**src/design/mbr_defines.svh**
```systemverilog
// Constants for the button and resolution controller
`ifndef MBR_DEFINES_SVH
`define MBR_DEFINES_SVH

// Timing
`define MBR_CLK_NS 50
`define MBR_SAMPLE_US 2000
`define MBR_SAMPLE_CYCLES (`MBR_SAMPLE_US * 1000 / `MBR_CLK_NS)
`define MBR_AGREE_NEEDED 2'h3
`define MBR_TICK_W 16

// Button indices in the sampled vector
`define MBR_NBTN 7
`define MBR_B_LEFT 0
`define MBR_B_RIGHT 1
`define MBR_B_MIDDLE 2
`define MBR_B_BACK 3
`define MBR_B_FWD 4
`define MBR_B_TILT_L 5
`define MBR_B_TILT_R 6

// Configuration byte addresses
`define MBR_A_DEVCFG 8'hC1
`define MBR_A_MOD_A 8'hC2
`define MBR_A_MOD_B 8'hC3
`define MBR_A_KEY_A 8'hC4
`define MBR_A_KEY_B 8'hC5
`define MBR_A_HOLD 8'hC6
`define MBR_A_TILT 8'hC7

// Field positions
`define MBR_F_CYCLE_HI 3
`define MBR_F_CYCLE_LO 2
`define MBR_F_SHORT_HI 1
`define MBR_F_SHORT_LO 0
`define MBR_F_TILT_DIS 0

// Reset values, hold limit and scroll codes
`define MBR_RST_BYTE 8'h00
`define MBR_RST_HOLD 8'h80
`define MBR_HOLD_MAX 8'hFF
`define MBR_HSCROLL_LEFT 8'hFF
`define MBR_HSCROLL_RIGHT 8'h01

`endif

```
**src/design/mbr_pkg.sv**
```systemverilog
// Types for the button and resolution controller
`include "mbr_defines.svh"
package mbr_pkg;

    typedef enum logic [1:0] {
        MBR_RES_FIRST = 2'b00,
        MBR_RES_SECOND = 2'b01,
        MBR_RES_THIRD = 2'b10
    } mbr_res_t;

    typedef struct packed {
        logic [`MBR_TICK_W-1:0] tick_cnt;
        logic tick;
        logic [`MBR_NBTN-1:0] sync1;
        logic [`MBR_NBTN-1:0] sync2;
        logic [`MBR_NBTN-1:0] db;
        logic [2*`MBR_NBTN-1:0] agree;
        logic [`MBR_NBTN-1:0] press;
        logic [`MBR_NBTN-1:0] release_ev;
        logic [7:0] devcfg;
        logic [7:0] mod_a;
        logic [7:0] mod_b;
        logic [7:0] key_a;
        logic [7:0] key_b;
        logic [7:0] hold;
        logic [7:0] tilt;
        logic [7:0] hold_cnt;
        mbr_res_t res;
        logic [2:0] ind;
        logic [7:0] wheel_acc;
        logic [7:0] rep_buttons;
        logic [7:0] rep_wheel;
        logic [7:0] rep_hscroll;
        logic rep_valid;
        logic [7:0] key_mod;
        logic [7:0] key_code;
        logic key_valid;
        logic [7:0] cfg_rdata;
    } mbr_state_t;

endpackage

```
**src/design/mbr_ctrl.sv**
```systemverilog
// Button debounce, wheel, resolution cycling and shortcut key logic
`timescale 1ns/1ps
`include "mbr_defines.svh"
module mbr_ctrl
    import mbr_pkg::*;
#(
    parameter int unsigned SAMPLE_CYCLES = `MBR_SAMPLE_CYCLES
) (
    // Clock, reset, enable
    input wire logic clock,
    input wire logic reset,
    input wire logic clock_enable,
    // Variant strap
    input wire logic long_press_variant,
    // Button pins, low while pressed
    input wire logic left_button_input_n,
    input wire logic right_button_input_n,
    input wire logic middle_button_input_n,
    input wire logic back_button_input_n,
    input wire logic forward_button_input_n,
    input wire logic tilt_left_input_n,
    input wire logic tilt_right_input_n,
    // Wheel encoder counts
    input wire logic wheel_step,
    input wire logic wheel_up,
    // Report path
    input wire logic poll_req,
    output logic report_valid,
    output logic [7:0] report_buttons,
    output logic [7:0] report_wheel,
    output logic [7:0] report_hscroll,
    // Shortcut key output
    output logic key_valid,
    output logic [7:0] key_modifier,
    output logic [7:0] key_code,
    // Resolution state
    output logic [1:0] res_select,
    output logic indicator_first,
    output logic indicator_second,
    output logic indicator_third,
    // Debounced events
    output logic [`MBR_NBTN-1:0] button_state,
    output logic [`MBR_NBTN-1:0] button_press,
    output logic [`MBR_NBTN-1:0] button_release,
    // Configuration byte access
    input wire logic cfg_wr_en,
    input wire logic cfg_rd_en,
    input wire logic [7:0] cfg_addr,
    input wire logic [7:0] cfg_wdata,
    output logic [7:0] cfg_rdata
);

    mbr_state_t s_r;
    mbr_state_t s_nxt;

    logic [`MBR_NBTN-1:0] pins_n;
    logic cycle_en;
    logic short_en;
    logic tilt_en;
    logic cyc_idx_tilt;
    logic click;
    logic btn_a;
    logic btn_b;

    assign pins_n = {tilt_right_input_n, tilt_left_input_n,
                     forward_button_input_n, back_button_input_n,
                     middle_button_input_n, right_button_input_n,
                     left_button_input_n};

    assign cycle_en = s_r.devcfg[`MBR_F_CYCLE_HI]
                    ^ s_r.devcfg[`MBR_F_CYCLE_LO];
    assign short_en = s_r.devcfg[`MBR_F_SHORT_HI]
                    ^ s_r.devcfg[`MBR_F_SHORT_LO];
    assign tilt_en = !s_r.tilt[`MBR_F_TILT_DIS];
    // Tilt pins take over cycling and shortcut duty when tilt is off
    assign cyc_idx_tilt = !tilt_en;
    assign btn_a = cyc_idx_tilt ? s_r.db[`MBR_B_TILT_R]
                                : s_r.db[`MBR_B_FWD];
    assign btn_b = cyc_idx_tilt ? s_r.db[`MBR_B_TILT_L]
                                : s_r.db[`MBR_B_BACK];

    always_comb begin
        logic [1:0] cnt;
        logic [7:0] half;
        logic cyc_press;
        logic cyc_release;
        logic [`MBR_NBTN-1:0] rep_mask;
        cnt = 2'h0;
        half = 8'h00;
        rep_mask = '0;
        s_nxt = s_r;
        cyc_press = cyc_idx_tilt ? s_r.press[`MBR_B_TILT_R]
                                 : s_r.press[`MBR_B_FWD];
        cyc_release = cyc_idx_tilt ? s_r.release_ev[`MBR_B_TILT_R]
                                   : s_r.release_ev[`MBR_B_FWD];

        // Pin synchronisers
        s_nxt.sync1 = pins_n;
        s_nxt.sync2 = s_r.sync1;

        // Sample tick
        s_nxt.tick = 1'b0;
        if (s_r.tick_cnt == `MBR_TICK_W'(SAMPLE_CYCLES - 1)) begin
            s_nxt.tick_cnt = '0;
            s_nxt.tick = 1'b1;
        end else begin
            s_nxt.tick_cnt = s_r.tick_cnt + `MBR_TICK_W'(1);
        end

        // Debounce per button
        s_nxt.press = '0;
        s_nxt.release_ev = '0;
        if (s_r.tick) begin
            for (int i = 0; i < `MBR_NBTN; i++) begin
                cnt = s_r.agree[2*i +: 2];
                if ((!s_r.sync2[i]) == s_r.db[i]) begin
                    cnt = 2'h0;
                end else begin
                    cnt = cnt + 2'h1;
                end
                if (cnt == `MBR_AGREE_NEEDED) begin
                    s_nxt.db[i] = !s_r.db[i];
                    s_nxt.press[i] = !s_r.db[i];
                    s_nxt.release_ev[i] = s_r.db[i];
                    cnt = 2'h0;
                end
                s_nxt.agree[2*i +: 2] = cnt;
            end
        end

        // Hold time of the cycling button, in sample ticks
        if (cyc_press) begin
            s_nxt.hold_cnt = 8'h00;
        end else if (s_r.tick && btn_a &&
                     s_r.hold_cnt != `MBR_HOLD_MAX) begin
            s_nxt.hold_cnt = s_r.hold_cnt + 8'h01;
        end

        click = long_press_variant
              ? (cyc_release && s_r.hold_cnt >= s_r.hold)
              : cyc_press;

        // Resolution state
        if (!cycle_en) begin
            s_nxt.res = MBR_RES_FIRST;
        end else if (click) begin
            case (s_r.res)
                MBR_RES_FIRST: s_nxt.res = MBR_RES_SECOND;
                MBR_RES_SECOND: s_nxt.res = MBR_RES_THIRD;
                MBR_RES_THIRD: s_nxt.res = MBR_RES_FIRST;
                default: s_nxt.res = MBR_RES_FIRST;
            endcase
        end
        case (s_nxt.res)
            MBR_RES_FIRST: s_nxt.ind = 3'b001;
            MBR_RES_SECOND: s_nxt.ind = 3'b010;
            MBR_RES_THIRD: s_nxt.ind = 3'b100;
            default: s_nxt.ind = 3'b001;
        endcase

        // Shortcut key codes
        if (short_en && btn_a) begin
            s_nxt.key_valid = 1'b1;
            s_nxt.key_mod = s_r.mod_a;
            s_nxt.key_code = s_r.key_a;
        end else if (short_en && btn_b) begin
            s_nxt.key_valid = 1'b1;
            s_nxt.key_mod = s_r.mod_b;
            s_nxt.key_code = s_r.key_b;
        end else begin
            s_nxt.key_valid = 1'b0;
            s_nxt.key_mod = 8'h00;
            s_nxt.key_code = 8'h00;
        end

        // Buttons carrying cycling or shortcut duty are kept out
        if (cycle_en || short_en) begin
            rep_mask[cyc_idx_tilt ? `MBR_B_TILT_R : `MBR_B_FWD] = 1'b1;
        end
        if (short_en) begin
            rep_mask[cyc_idx_tilt ? `MBR_B_TILT_L : `MBR_B_BACK] = 1'b1;
        end

        // Poll: report half of the wheel count and consume twice the reported value
        s_nxt.rep_valid = 1'b0;
        if (poll_req) begin
            half = 8'($signed(s_r.wheel_acc) >>> 1);
            s_nxt.rep_valid = 1'b1;
            s_nxt.rep_wheel = half;
            s_nxt.wheel_acc = s_r.wheel_acc - {half[6:0], 1'b0};
            s_nxt.rep_buttons = {3'b000,
                                 s_r.db[`MBR_B_FWD:`MBR_B_LEFT]
                                 & ~rep_mask[`MBR_B_FWD:`MBR_B_LEFT]};
            s_nxt.rep_hscroll = 8'h00;
            if (tilt_en && s_r.db[`MBR_B_TILT_L]) begin
                s_nxt.rep_hscroll = `MBR_HSCROLL_LEFT;
            end else if (tilt_en && s_r.db[`MBR_B_TILT_R]) begin
                s_nxt.rep_hscroll = `MBR_HSCROLL_RIGHT;
            end
        end
        if (wheel_step) begin
            s_nxt.wheel_acc = wheel_up ? s_nxt.wheel_acc + 8'h01
                                       : s_nxt.wheel_acc - 8'h01;
        end

        // Configuration bytes
        if (cfg_wr_en) begin
            case (cfg_addr)
                `MBR_A_DEVCFG: s_nxt.devcfg = cfg_wdata;
                `MBR_A_MOD_A: s_nxt.mod_a = cfg_wdata;
                `MBR_A_MOD_B: s_nxt.mod_b = cfg_wdata;
                `MBR_A_KEY_A: s_nxt.key_a = cfg_wdata;
                `MBR_A_KEY_B: s_nxt.key_b = cfg_wdata;
                `MBR_A_HOLD: s_nxt.hold = cfg_wdata;
                `MBR_A_TILT: s_nxt.tilt = cfg_wdata;
                default: s_nxt.devcfg = s_r.devcfg;
            endcase
        end
        if (cfg_rd_en) begin
            case (cfg_addr)
                `MBR_A_DEVCFG: s_nxt.cfg_rdata = s_r.devcfg;
                `MBR_A_MOD_A: s_nxt.cfg_rdata = s_r.mod_a;
                `MBR_A_MOD_B: s_nxt.cfg_rdata = s_r.mod_b;
                `MBR_A_KEY_A: s_nxt.cfg_rdata = s_r.key_a;
                `MBR_A_KEY_B: s_nxt.cfg_rdata = s_r.key_b;
                `MBR_A_HOLD: s_nxt.cfg_rdata = s_r.hold;
                `MBR_A_TILT: s_nxt.cfg_rdata = s_r.tilt;
                default: s_nxt.cfg_rdata = 8'h00;
            endcase
        end
    end

    always_ff @(posedge clock) begin
        if (reset) begin
            s_r <= '0;
            s_r.sync1 <= '1;
            s_r.sync2 <= '1;
            s_r.res <= MBR_RES_FIRST;
            s_r.ind <= 3'b001;
            s_r.devcfg <= `MBR_RST_BYTE;
            s_r.hold <= `MBR_RST_HOLD;
            s_r.tilt <= `MBR_RST_BYTE;
        end else if (clock_enable) begin
            s_r <= s_nxt;
        end
    end

    assign report_valid = s_r.rep_valid;
    assign report_buttons = s_r.rep_buttons;
    assign report_wheel = s_r.rep_wheel;
    assign report_hscroll = s_r.rep_hscroll;
    assign key_valid = s_r.key_valid;
    assign key_modifier = s_r.key_mod;
    assign key_code = s_r.key_code;
    assign res_select = s_r.res;
    assign indicator_first = s_r.ind[0];
    assign indicator_second = s_r.ind[1];
    assign indicator_third = s_r.ind[2];
    assign button_state = s_r.db;
    assign button_press = s_r.press;
    assign button_release = s_r.release_ev;
    assign cfg_rdata = s_r.cfg_rdata;
endmodule

```
**config.mk**
```make
export PLATFORM = sky130hd
export DESIGN_NAME = mbr_ctrl
export DESIGN_NICKNAME = d
export VERILOG_FILES = /design/src/design/mbr_pkg.sv /design/src/design/mbr_ctrl.sv
export VERILOG_INCLUDE_DIRS = /design/src /design/src/design
export SDC_FILE = /design/constraint.sdc
export NUM_CORES = 1
export LEC_CHECK = 0
export ABC_CLOCK_PERIOD_IN_PS = 4450
export BUFFER_PORTS_ARGS = -buffer_cell sky130_fd_sc_hd__clkbuf_2
export CELL_PAD_IN_SITES_DETAIL_PLACEMENT = 1
export CELL_PAD_IN_SITES_GLOBAL_PLACEMENT = 2
export CORE_AREA = 2 2 155 157
export CTS_CLUSTER_SIZE = 24
export DETAILED_ROUTE_END_ITERATION = 10
export DIE_AREA = 0 0 157 159
export PLACE_DENSITY_LB_ADDON = 0.1
export SLEW_MARGIN = 30
export SYNTH_ARGS = -nofsm -noshare
export SYNTH_HDL_FRONTEND = slang
export SYNTH_SLANG_ARGS = --single-unit
```
**constraint.sdc**
```tcl
create_clock -name clock -period 4.45 [get_ports clock]
set_clock_uncertainty 0.2 [all_clocks]
set_input_delay 0 -clock clock [delete_from_list [all_inputs] [get_ports clock]]
set_output_delay 0 -clock clock [all_outputs]
set_load 0.01 [all_outputs]
```
# Word-level counts from Yosys, hierarchy flattened
# Cells that the tools add are included.
# totals
regBits,189
in_bits,32
output_inout_bits,76
# classes
addsub,12
n_lt_le_gt_ge,5
eq_ne,26
n_mux,65
bitwise,5
n_reduce_logical,45
# ops
cell,n
"8-bit equality test, second input constant",7
8-bit one-hot mux with 7 select lines,1
2-bit 2-to-1 mux,24
3-bit AND reduction,14
8-bit 2-to-1 mux,5
17-bit 2-to-1 mux,2
33-bit 2-to-1 mux,1
1-bit 2-to-1 mux,23
"16-bit by 1-bit adder with 16-bit output, second input constant",1
"8-bit by 1-bit adder with 8-bit output, second input constant",2
"16-bit equality test, second input constant",1
"2-bit equality test, second input constant",8
16-bit 2-to-1 mux,1
1-bit logical NOT,15
"2-bit by 1-bit adder with 2-bit output, second input constant",7
14-bit 2-to-1 mux,1
5-bit 2-to-1 mux,2
1-bit logical AND,9
8-bit >= comparator,1
"3-bit by 4-bit less-than comparator with 1-bit output, second input constant",2
"8-bit != test, second input constant",1
2-bit AND reduction,4
"8-bit by 1-bit subtractor with 8-bit output, second input constant",1
8-bit subtractor,1
other kinds (14),24

# Depth between registers and ports, before layout
# Gate-level depths: netlist (run 1).
# logic_depth
depth_word,14
mapped_depth,11
depth_no_buf,11

# Worst setup path after synthesis (run 1)
# No wires, ideal clock.
# synth_path
path_kind,register to register
startpoint,register s_r[63] (netlist name)
endpoint,"register s_r, in the netlist indicator_first"
setup_time_ns,0.120
arrival_time_ns,2.588
t_required_ns,4.130
path_slack_ns,1.543
stages_incl_launch_ff,11
path_buffers,0
synth_period_minus_slack_ns,2.907
cell_sequence,dfxtp_1 inv_1 ha_1 nand2b_1 a2111oi_0 nor3b_1 o311a_1 mux2i_1 or2_2 ha_1 a211o_1
# synth_lines
element,line,source
"start, declared",mbr_ctrl.sv:53,mbr_state_t s_r;
"start signal, assigned",mbr_ctrl.sv:244,s_r <= s_nxt;

==> Implementation_results.wiki, run 1 <==
{| class="wikitable"
! Metric !! Value
|-
| Vias/cell || 4.99
|-
| Required time at the endpoint of the critical path || 4.57 ns
|-
| Vias in the first global route || 6,893
|-
| Min Tclk post-route || 3.14 ns
|-
| Starting density of the core || 0.377
|-
| Max-slew violation count || 0
|-
| Total leakage power || 3.69 nW
|-
| Flip-flop and latch count after synthesis || 183
|-
| Worst endpoint data arrival time || 3.26 ns
|-
| Syn_area_per_cell || 8.49 um2
|-
| Final RePlAce weighted congestion || 0.765
|-
| Maximum number of pins on one net before global-route repair || 105
|-
| Proportion of layout cells with a drive suffix above 1 || 0.151
|-
| Crit path capture type || flip-flop
|-
| Placed wire-length estimate || 16.3 mm
|-
| Clock Path Buffers || 2
|-
| Post-synthesis sequential area ratio || 0.419
|-
| Result of the run || completed
|-
| Maximum resistive drop on vdd || 0.174 mV
|-
| Tightest Pin Transition || 0.935 ns
|-
| Count of standard-cell rows || 56
|-
| Net count, final || 1,104
|-
| Gate Count Post-Synth || 1,029
|-
| Area contributors post-synth || sky130_fd_sc_hd__dfxtp_1, sky130_fd_sc_hd__buf_4, sky130_fd_sc_hd__nor2_1, sky130_fd_sc_hd__nand2_1, sky130_fd_sc_hd__mux2i_1
|-
| Clock latency of the later-clocked register in the worst-skew pair || 0.44 ns
|-
| Share of flip-flops with an asynchronous set or reset || 0
|-
| Post-synthesis cell area || 0.00874 mm2
|-
| RSZ-0062 raised after global routing || false
|-
| Power per standard cell area || 350 mW/mm2
|-
| DRC || 0
|-
| Relative slew slack || 0.376
|-
| Count leader, synth || sky130_fd_sc_hd__dfxtp_1
|-
| Die Ht || 159 um
|-
| Total number of H-tree levels || 4
|-
| Final number of setup-violating endpoints || 0
|-
| TritonCTS clock tree || done
|-
| Most used flip-flop cell after synthesis || sky130_fd_sc_hd__dfxtp_1
|-
| Yosys top cell by area || sky130_fd_sc_hd__dfxtp_1
|-
| Via count of the routed design || 6,915
|-
| Syn-to-layout area delta || 12.0%
|-
| Count of max-cap constraint violations || 0
|-
| Routed wirelength normalized by instance count || 17.4 um
|-
| Antenna cells || 0
|-
| Post-route setup slack || 1.31 ns
|-
| Distinct cell type count of the synthesized netlist || 63
|-
| Type of the setup path with the least slack || reg2reg
|-
| Type of origin of the critical path || flip-flop
|-
| Clock transition at the registers of the reported paths || 0.08 ns
|-
| Combined global-route utilization of all metal layers || 0.195
|-
| Remaining number of nets flagged by the antenna check after routing || 0
|-
| Flop2flop setup slack || 1.31 ns
|-
| Count of cells resized by post-cts repair || 0
|-
| Iteration count of the initial detailed-routing pass || 4
|-
| Num Clock Sinks || 183
|-
| Starting DRC count in detailed routing || 289
|-
| Boundary Pins || 108
|-
| Global-route wire length before repair || 38.2 mm
|-
| Worst hold path class || in2reg
|-
| Floorplan die area || 0.0250 mm2
|-
| Leading post-synthesis cells by instance count || sky130_fd_sc_hd__dfxtp_1, sky130_fd_sc_hd__nor2_1, sky130_fd_sc_hd__nand2_1
|-
| Worst-path fanout max || 6
|-
| Area fraction of the dominant cell type after synthesis || 0.419
|-
| Period Utilization, post-route || 0.705
|-
| Buffer type at the clock tree root || sky130_fd_sc_hd__clkbuf_16
|-
| Count of buffers from port buffering || 104
|-
| Core area || 0.0232 mm2
|-
| Minimum setup slack after placement || 1.33 ns
|-
| Initial antenna violation count || 0
|-
| Syn. warnings || 0
|-
| Peak Freq || 319 MHz
|-
| Clock buffer count from CTS || 17
|-
| Post-CTS setup buffers || 0
|-
| Final hold vios || 0
|-
| Final global-route overflow total || 0
|-
| Die outline width || 157 um
|-
| Post-synth EDFFs || 0
|-
| Post-detailed-routing wire length || 24.0 mm
|-
| Aggregate negative setup slack || 0 ns
|-
| Final core occ || 0.422
|}
worst max-delay path: stages, from the launching register on:
cell and delay, ns:
sky130_fd_sc_hd__dfxtp_1 0.42, sky130_fd_sc_hd__inv_1 0.07, sky130_fd_sc_hd__ha_1 0.28, sky130_fd_sc_hd__nand2b_1 0.13
sky130_fd_sc_hd__a2111oi_0 0.40, sky130_fd_sc_hd__nor3b_1 0.10, sky130_fd_sc_hd__o311a_1 0.38, sky130_fd_sc_hd__mux2i_1 0.17
sky130_fd_sc_hd__or2_2 0.30, sky130_fd_sc_hd__ha_1 0.29, sky130_fd_sc_hd__a211o_1 0.28
power by group:
part	internal, W	total, W	switching [W]
sequential	0.00166	0.00167	0.0000125
clock	0.000808	0.00156	0.000749
combinational	0.0000735	0.000202	0.000128
logic make-up after synthesis:
kind of cell	synth area share
flops	0.419
compound gates	0.134
simple gates	0.210
buf+inv	0.0942
other cells	0.000429
xor+xnor	0.0401
fa+ha+maj	0.0281
mux	0.0745
state kept, by name, indices dropped and copies added (netlist names), 7 cells and up:
| register | count |
|---|---|
| button_press | 7 |
| report_wheel | 7 |
| key_code | 8 |
| button_release | 7 |
| key_modifier | 8 |
| cfg_rdata | 8 |
| s_nxt | 7 |
| s_r | 109 |
| button_state | 7 |
cell usage in the layout (no fill, tap or decap), drive strengths merged, types with 16 or more instances in the layout:
cell,instances
a211o,16
a21oi,94
a22oi,33
clkbuf,120
dfxtp,183
dlygate4sd3,22
ha,18
inv,21
mux2i,50
nand2,141
nor2,149
nor2b,26
xnor2,25
final cells by class:
| type | count | area [um2] |
|---|---|---|
| inverters | 15 | 56.3 |
| repair buffers | 129 | 778 |
| well taps | 319 | 399 |
| flip-flops and latches | 183 | 3660 |
| clock inverters | 15 | 181 |
| clock buffers | 17 | 425 |
| fillers | 2761 | 13400 |
| multi-input cells | 707 | 4290 |
per-layer routing:
layer  track usage  routed length (um)
met4        0.0463                 207
met2         0.302               10700
met3        0.0406                1030
met5             0                   0
met1         0.277               12100
per-stage QoR:
stage | hold slack [ns] | instances | power (W) | cell area (um2)
global route | 0.0695 | 1385 | 0.00356 | 9790
floorplan | -0.0822 | 1031 | 0.00183 | 8750
CTS | 0.0258 | 1385 | 0.00348 | 9790
detailed placement | 0.0121 | 1331 | 0.00190 | 8960
global placement | 0.00491 | 1331 | 0.00190 | 8950
finish | 0.0430 | 1385 | 0.00343 | 9790
repair_timing:
action,4_1_cts,5_1_grt
endpoints found under the hold margin,103,0
hold buffers,22,0
setup endpoints to repair,0,0
path summary, 6_finish.rpt:
| path | start | to | cells after the start |
|---|---|---|---|
| max | s_r[63] | indicator_first | 10 |
| min | cfg_wr_en | s_r[123] | 5 |
| min reg2reg | report_wheel[3] | report_wheel[3] | 2 |
| max reg2reg | s_r[63] | indicator_first | 10 |
Power figures use the tool's default switching activity.
==> run 2, diff against run 1 <==
ABC_CLOCK_PERIOD_IN_PS = 3300   (was 4450)
CORE_AREA = 2 2 162 164   (was 2 2 155 157)
DIE_AREA = 0 0 164 166   (was 0 0 157 159)
clock period = 3.3 ns   (was 4.45 ns; I/O delays follow)
==> Implementation_results.wiki, run 2 (synthesized netlist as in run 1, its figures left out) <==
{| class="wikitable"
! Metric !! Value
|-
| Result of the run || completed
|-
| Net count, final || 1,119 (+1.4%)
|-
| Vias/cell || 4.96 (-0.75%)
|-
| Initial antenna violation count || 0 (unchanged)
|-
| Relative slew slack || 0.414 (+0.0376)
|-
| Floorplan die area || 0.0272 mm2 (+9.1%)
|-
| Type of the setup path with the least slack || reg2reg
|-
| DRC || 0 (unchanged)
|-
| Count of buffers from port buffering || 104 (unchanged)
|-
| Aggregate negative setup slack || 0 ns (unchanged)
|-
| Final number of setup-violating endpoints || 0 (unchanged)
|-
| Syn-to-layout area delta || 12.7%
|-
| Count of max-cap constraint violations || 0 (unchanged)
|-
| Crit path capture type || flip-flop
|-
| Via count of the routed design || 7,007 (+1.3%)
|-
| Final global-route overflow total || 0 (unchanged)
|-
| Placed wire-length estimate || 17.4 mm (+6.4%)
|-
| Starting DRC count in detailed routing || 417 (+44%)
|-
| Flop2flop setup slack || 0.19 ns (-1.12 ns)
|-
| Most common cell after layout, fill and taps aside || sky130_fd_sc_hd__dfxtp_1
|-
| Combined global-route utilization of all metal layers || 0.187 (-0.00792)
|-
| Tightest Pin Transition || 0.873 ns (-0.0622 ns)
|-
| Post-detailed-routing wire length || 24.8 mm (+3.3%)
|-
| Period Utilization, post-route || 0.943 (+0.238)
|-
| Count of standard-cell rows || 59 (+5.4%)
|-
| Number of flip-flops under the largest register name || 109 (unchanged)
|-
| Final RePlAce weighted congestion || 0.735 (-3.9%)
|-
| Proportion of layout cells with a drive suffix above 1 || 0.158 (+0.00652)
|-
| Placed cell areas || 0.00903 mm2 (+0.81%)
|-
| Worst-path fanout max || 6 (unchanged)
|-
| Starting density of the core || 0.341 (-0.0356)
|-
| Num Clock Sinks || 183 (unchanged)
|-
| Peak Freq || 321 MHz (+0.87%)
|-
| Buffer type at the clock tree root || sky130_fd_sc_hd__clkbuf_16
|-
| Max-slew violation count || 0 (unchanged)
|-
| Min Tclk post-route || 3.11 ns (-0.0269 ns)
|-
| Power per standard cell area || 456 mW/mm2 (+30%)
|-
| Clock latency of the later-clocked register in the worst-skew pair || 0.43 ns (about the same)
|-
| Register with the most flip-flops || s_r
|-
| Core area || 0.0256 mm2 (+10%)
|-
| Maximum resistive drop on vdd || 0.322 mV (+85%)
|-
| Leading cell types in the layout, fill and taps excluded || sky130_fd_sc_hd__dfxtp_1, sky130_fd_sc_hd__nor2_1, sky130_fd_sc_hd__nand2_1, sky130_fd_sc_hd__clkbuf_2, sky130_fd_sc_hd__a21oi_1
|-
| Routed wirelength normalized by instance count || 17.6 um (+1.2%)
|-
| Final hold vios || 0 (unchanged)
|-
| Post-CTS setup buffers || 0 (unchanged)
|-
| Worst endpoint data arrival time || 3.24 ns (-0.02 ns)
|-
| Post-route standard cell area excluding fillers || 0.00984 mm2 (+0.55%)
|-
| Maximum number of pins on one net before global-route repair || 57 (-46%)
|-
| Total number of H-tree levels || 4 (unchanged)
|-
| Clock transition at the registers of the reported paths || 0.07 ns (about the same)
|-
| Global-route wire length before repair || 39.5 mm (+3.6%)
|-
| RSZ-0062 raised after global routing || false
|-
| Die Ht || 166 um (+4.4%)
|-
| Total leakage power || 3.70 nW (+0.35%)
|-
| Type of origin of the critical path || flip-flop
|-
| Required time at the endpoint of the critical path || 3.42 ns (-1.15 ns)
|-
| Worst hold path class || in2reg
|-
| Iteration count of the initial detailed-routing pass || 4 (unchanged)
|-
| Clock buffer count from CTS || 17 (unchanged)
|-
| Clock Path Buffers || 2 (unchanged)
|-
| Remaining number of nets flagged by the antenna check after routing || 0 (unchanged)
|-
| Antenna cells || 0 (unchanged)
|-
| Vias in the first global route || 6,907 (+0.20%)
|-
| Boundary Pins || 108 (unchanged)
|-
| TritonCTS clock tree || done
|-
| Die outline width || 164 um (+4.5%)
|}
==> run 2: cell types whose count changed in the layout (fill, tap and decap cells not counted), sizes merged <==
cell / previous run / this run
clkbuf: 120 / 122
clkinvlp: 0 / 2
inv: 21 / 19
bufinv: 1 / 0
dlygate4sd3: 22 / 26
clkinv: 8 / 5
buf: 4 / 15
==> run 2: path summary, 6_finish.rpt <==
path                          start                 to  cells past startpoint
hold / removal            cfg_wr_en            s_r[81]                      5
hold reg to reg   report_buttons[4]  report_buttons[4]                      2
setup / recovery            s_r[63]    indicator_first                     10
setup reg to reg            s_r[63]    indicator_first                     10
==> run 2: report_power, final <==
part / internal (W) / leakage, nW / total (W) / switching, W
combinational: 0.000105 / 1.96 / 0.000278 / 0.000173
sequential: 0.00223 / 1.48 / 0.00225 / 0.0000185
clock: 0.00101 / 0.265 / 0.00196 / 0.000948
==> run 2: critical path, stage by stage (launching register included) <==
cell,delay (ns)
sky130_fd_sc_hd__dfxtp_1,0.43
sky130_fd_sc_hd__inv_1,0.07
sky130_fd_sc_hd__ha_1,0.29
sky130_fd_sc_hd__nand2b_1,0.16
sky130_fd_sc_hd__a2111oi_2,0.37
sky130_fd_sc_hd__nor3b_1,0.09
sky130_fd_sc_hd__o311a_1,0.37
sky130_fd_sc_hd__mux2i_1,0.16
sky130_fd_sc_hd__or2_2,0.28
sky130_fd_sc_hd__ha_1,0.29
sky130_fd_sc_hd__a211o_1,0.28
==> run 2: stage by stage <==
step	setup slack [ns]	hold WS (ns)	power [W]	instances	util
5_1_grt	0.0441	0.0742	0.00468	1414	0.384
6_report	0.189	0.0372	0.00449	1414	0.384
3_5_place_dp	0.123	0.0217	0.00256	1358	0.353
2_1_floorplan	0.393	-0.0822	0.00247	1031	-
3_3_place_gp	0.186	0.00837	0.00256	1358	0.353
4_1_cts	0.0753	0.0187	0.00456	1414	0.384
==> run 2: final cells by class <==
type	instances	area [um2]
Timing Repair Buffer	144	888
Inverter	15	56.3
Clock buffer	19	453
Clock inverter	11	92.6
Multi-Input combinational cell	707	4270
Tap cell	335	419
Sequential cell	183	3660
Fill cell	3050	15800
==> run 2: layer usage <==
layer	routed length (um)	vias up	track usage
li1	-	3496	-
met1	12600	3386	0.265
met2	11000	111	0.293
met3	962	14	0.0360
met4	228	0	0.0435
met5	0	-	0
==> run 2: what timing repair did <==
action,in CTS,in global routing
hold endpoints to repair,105,0
resized for setup,0,2
hold buffers,26,0
setup endpoints to repair,0,1
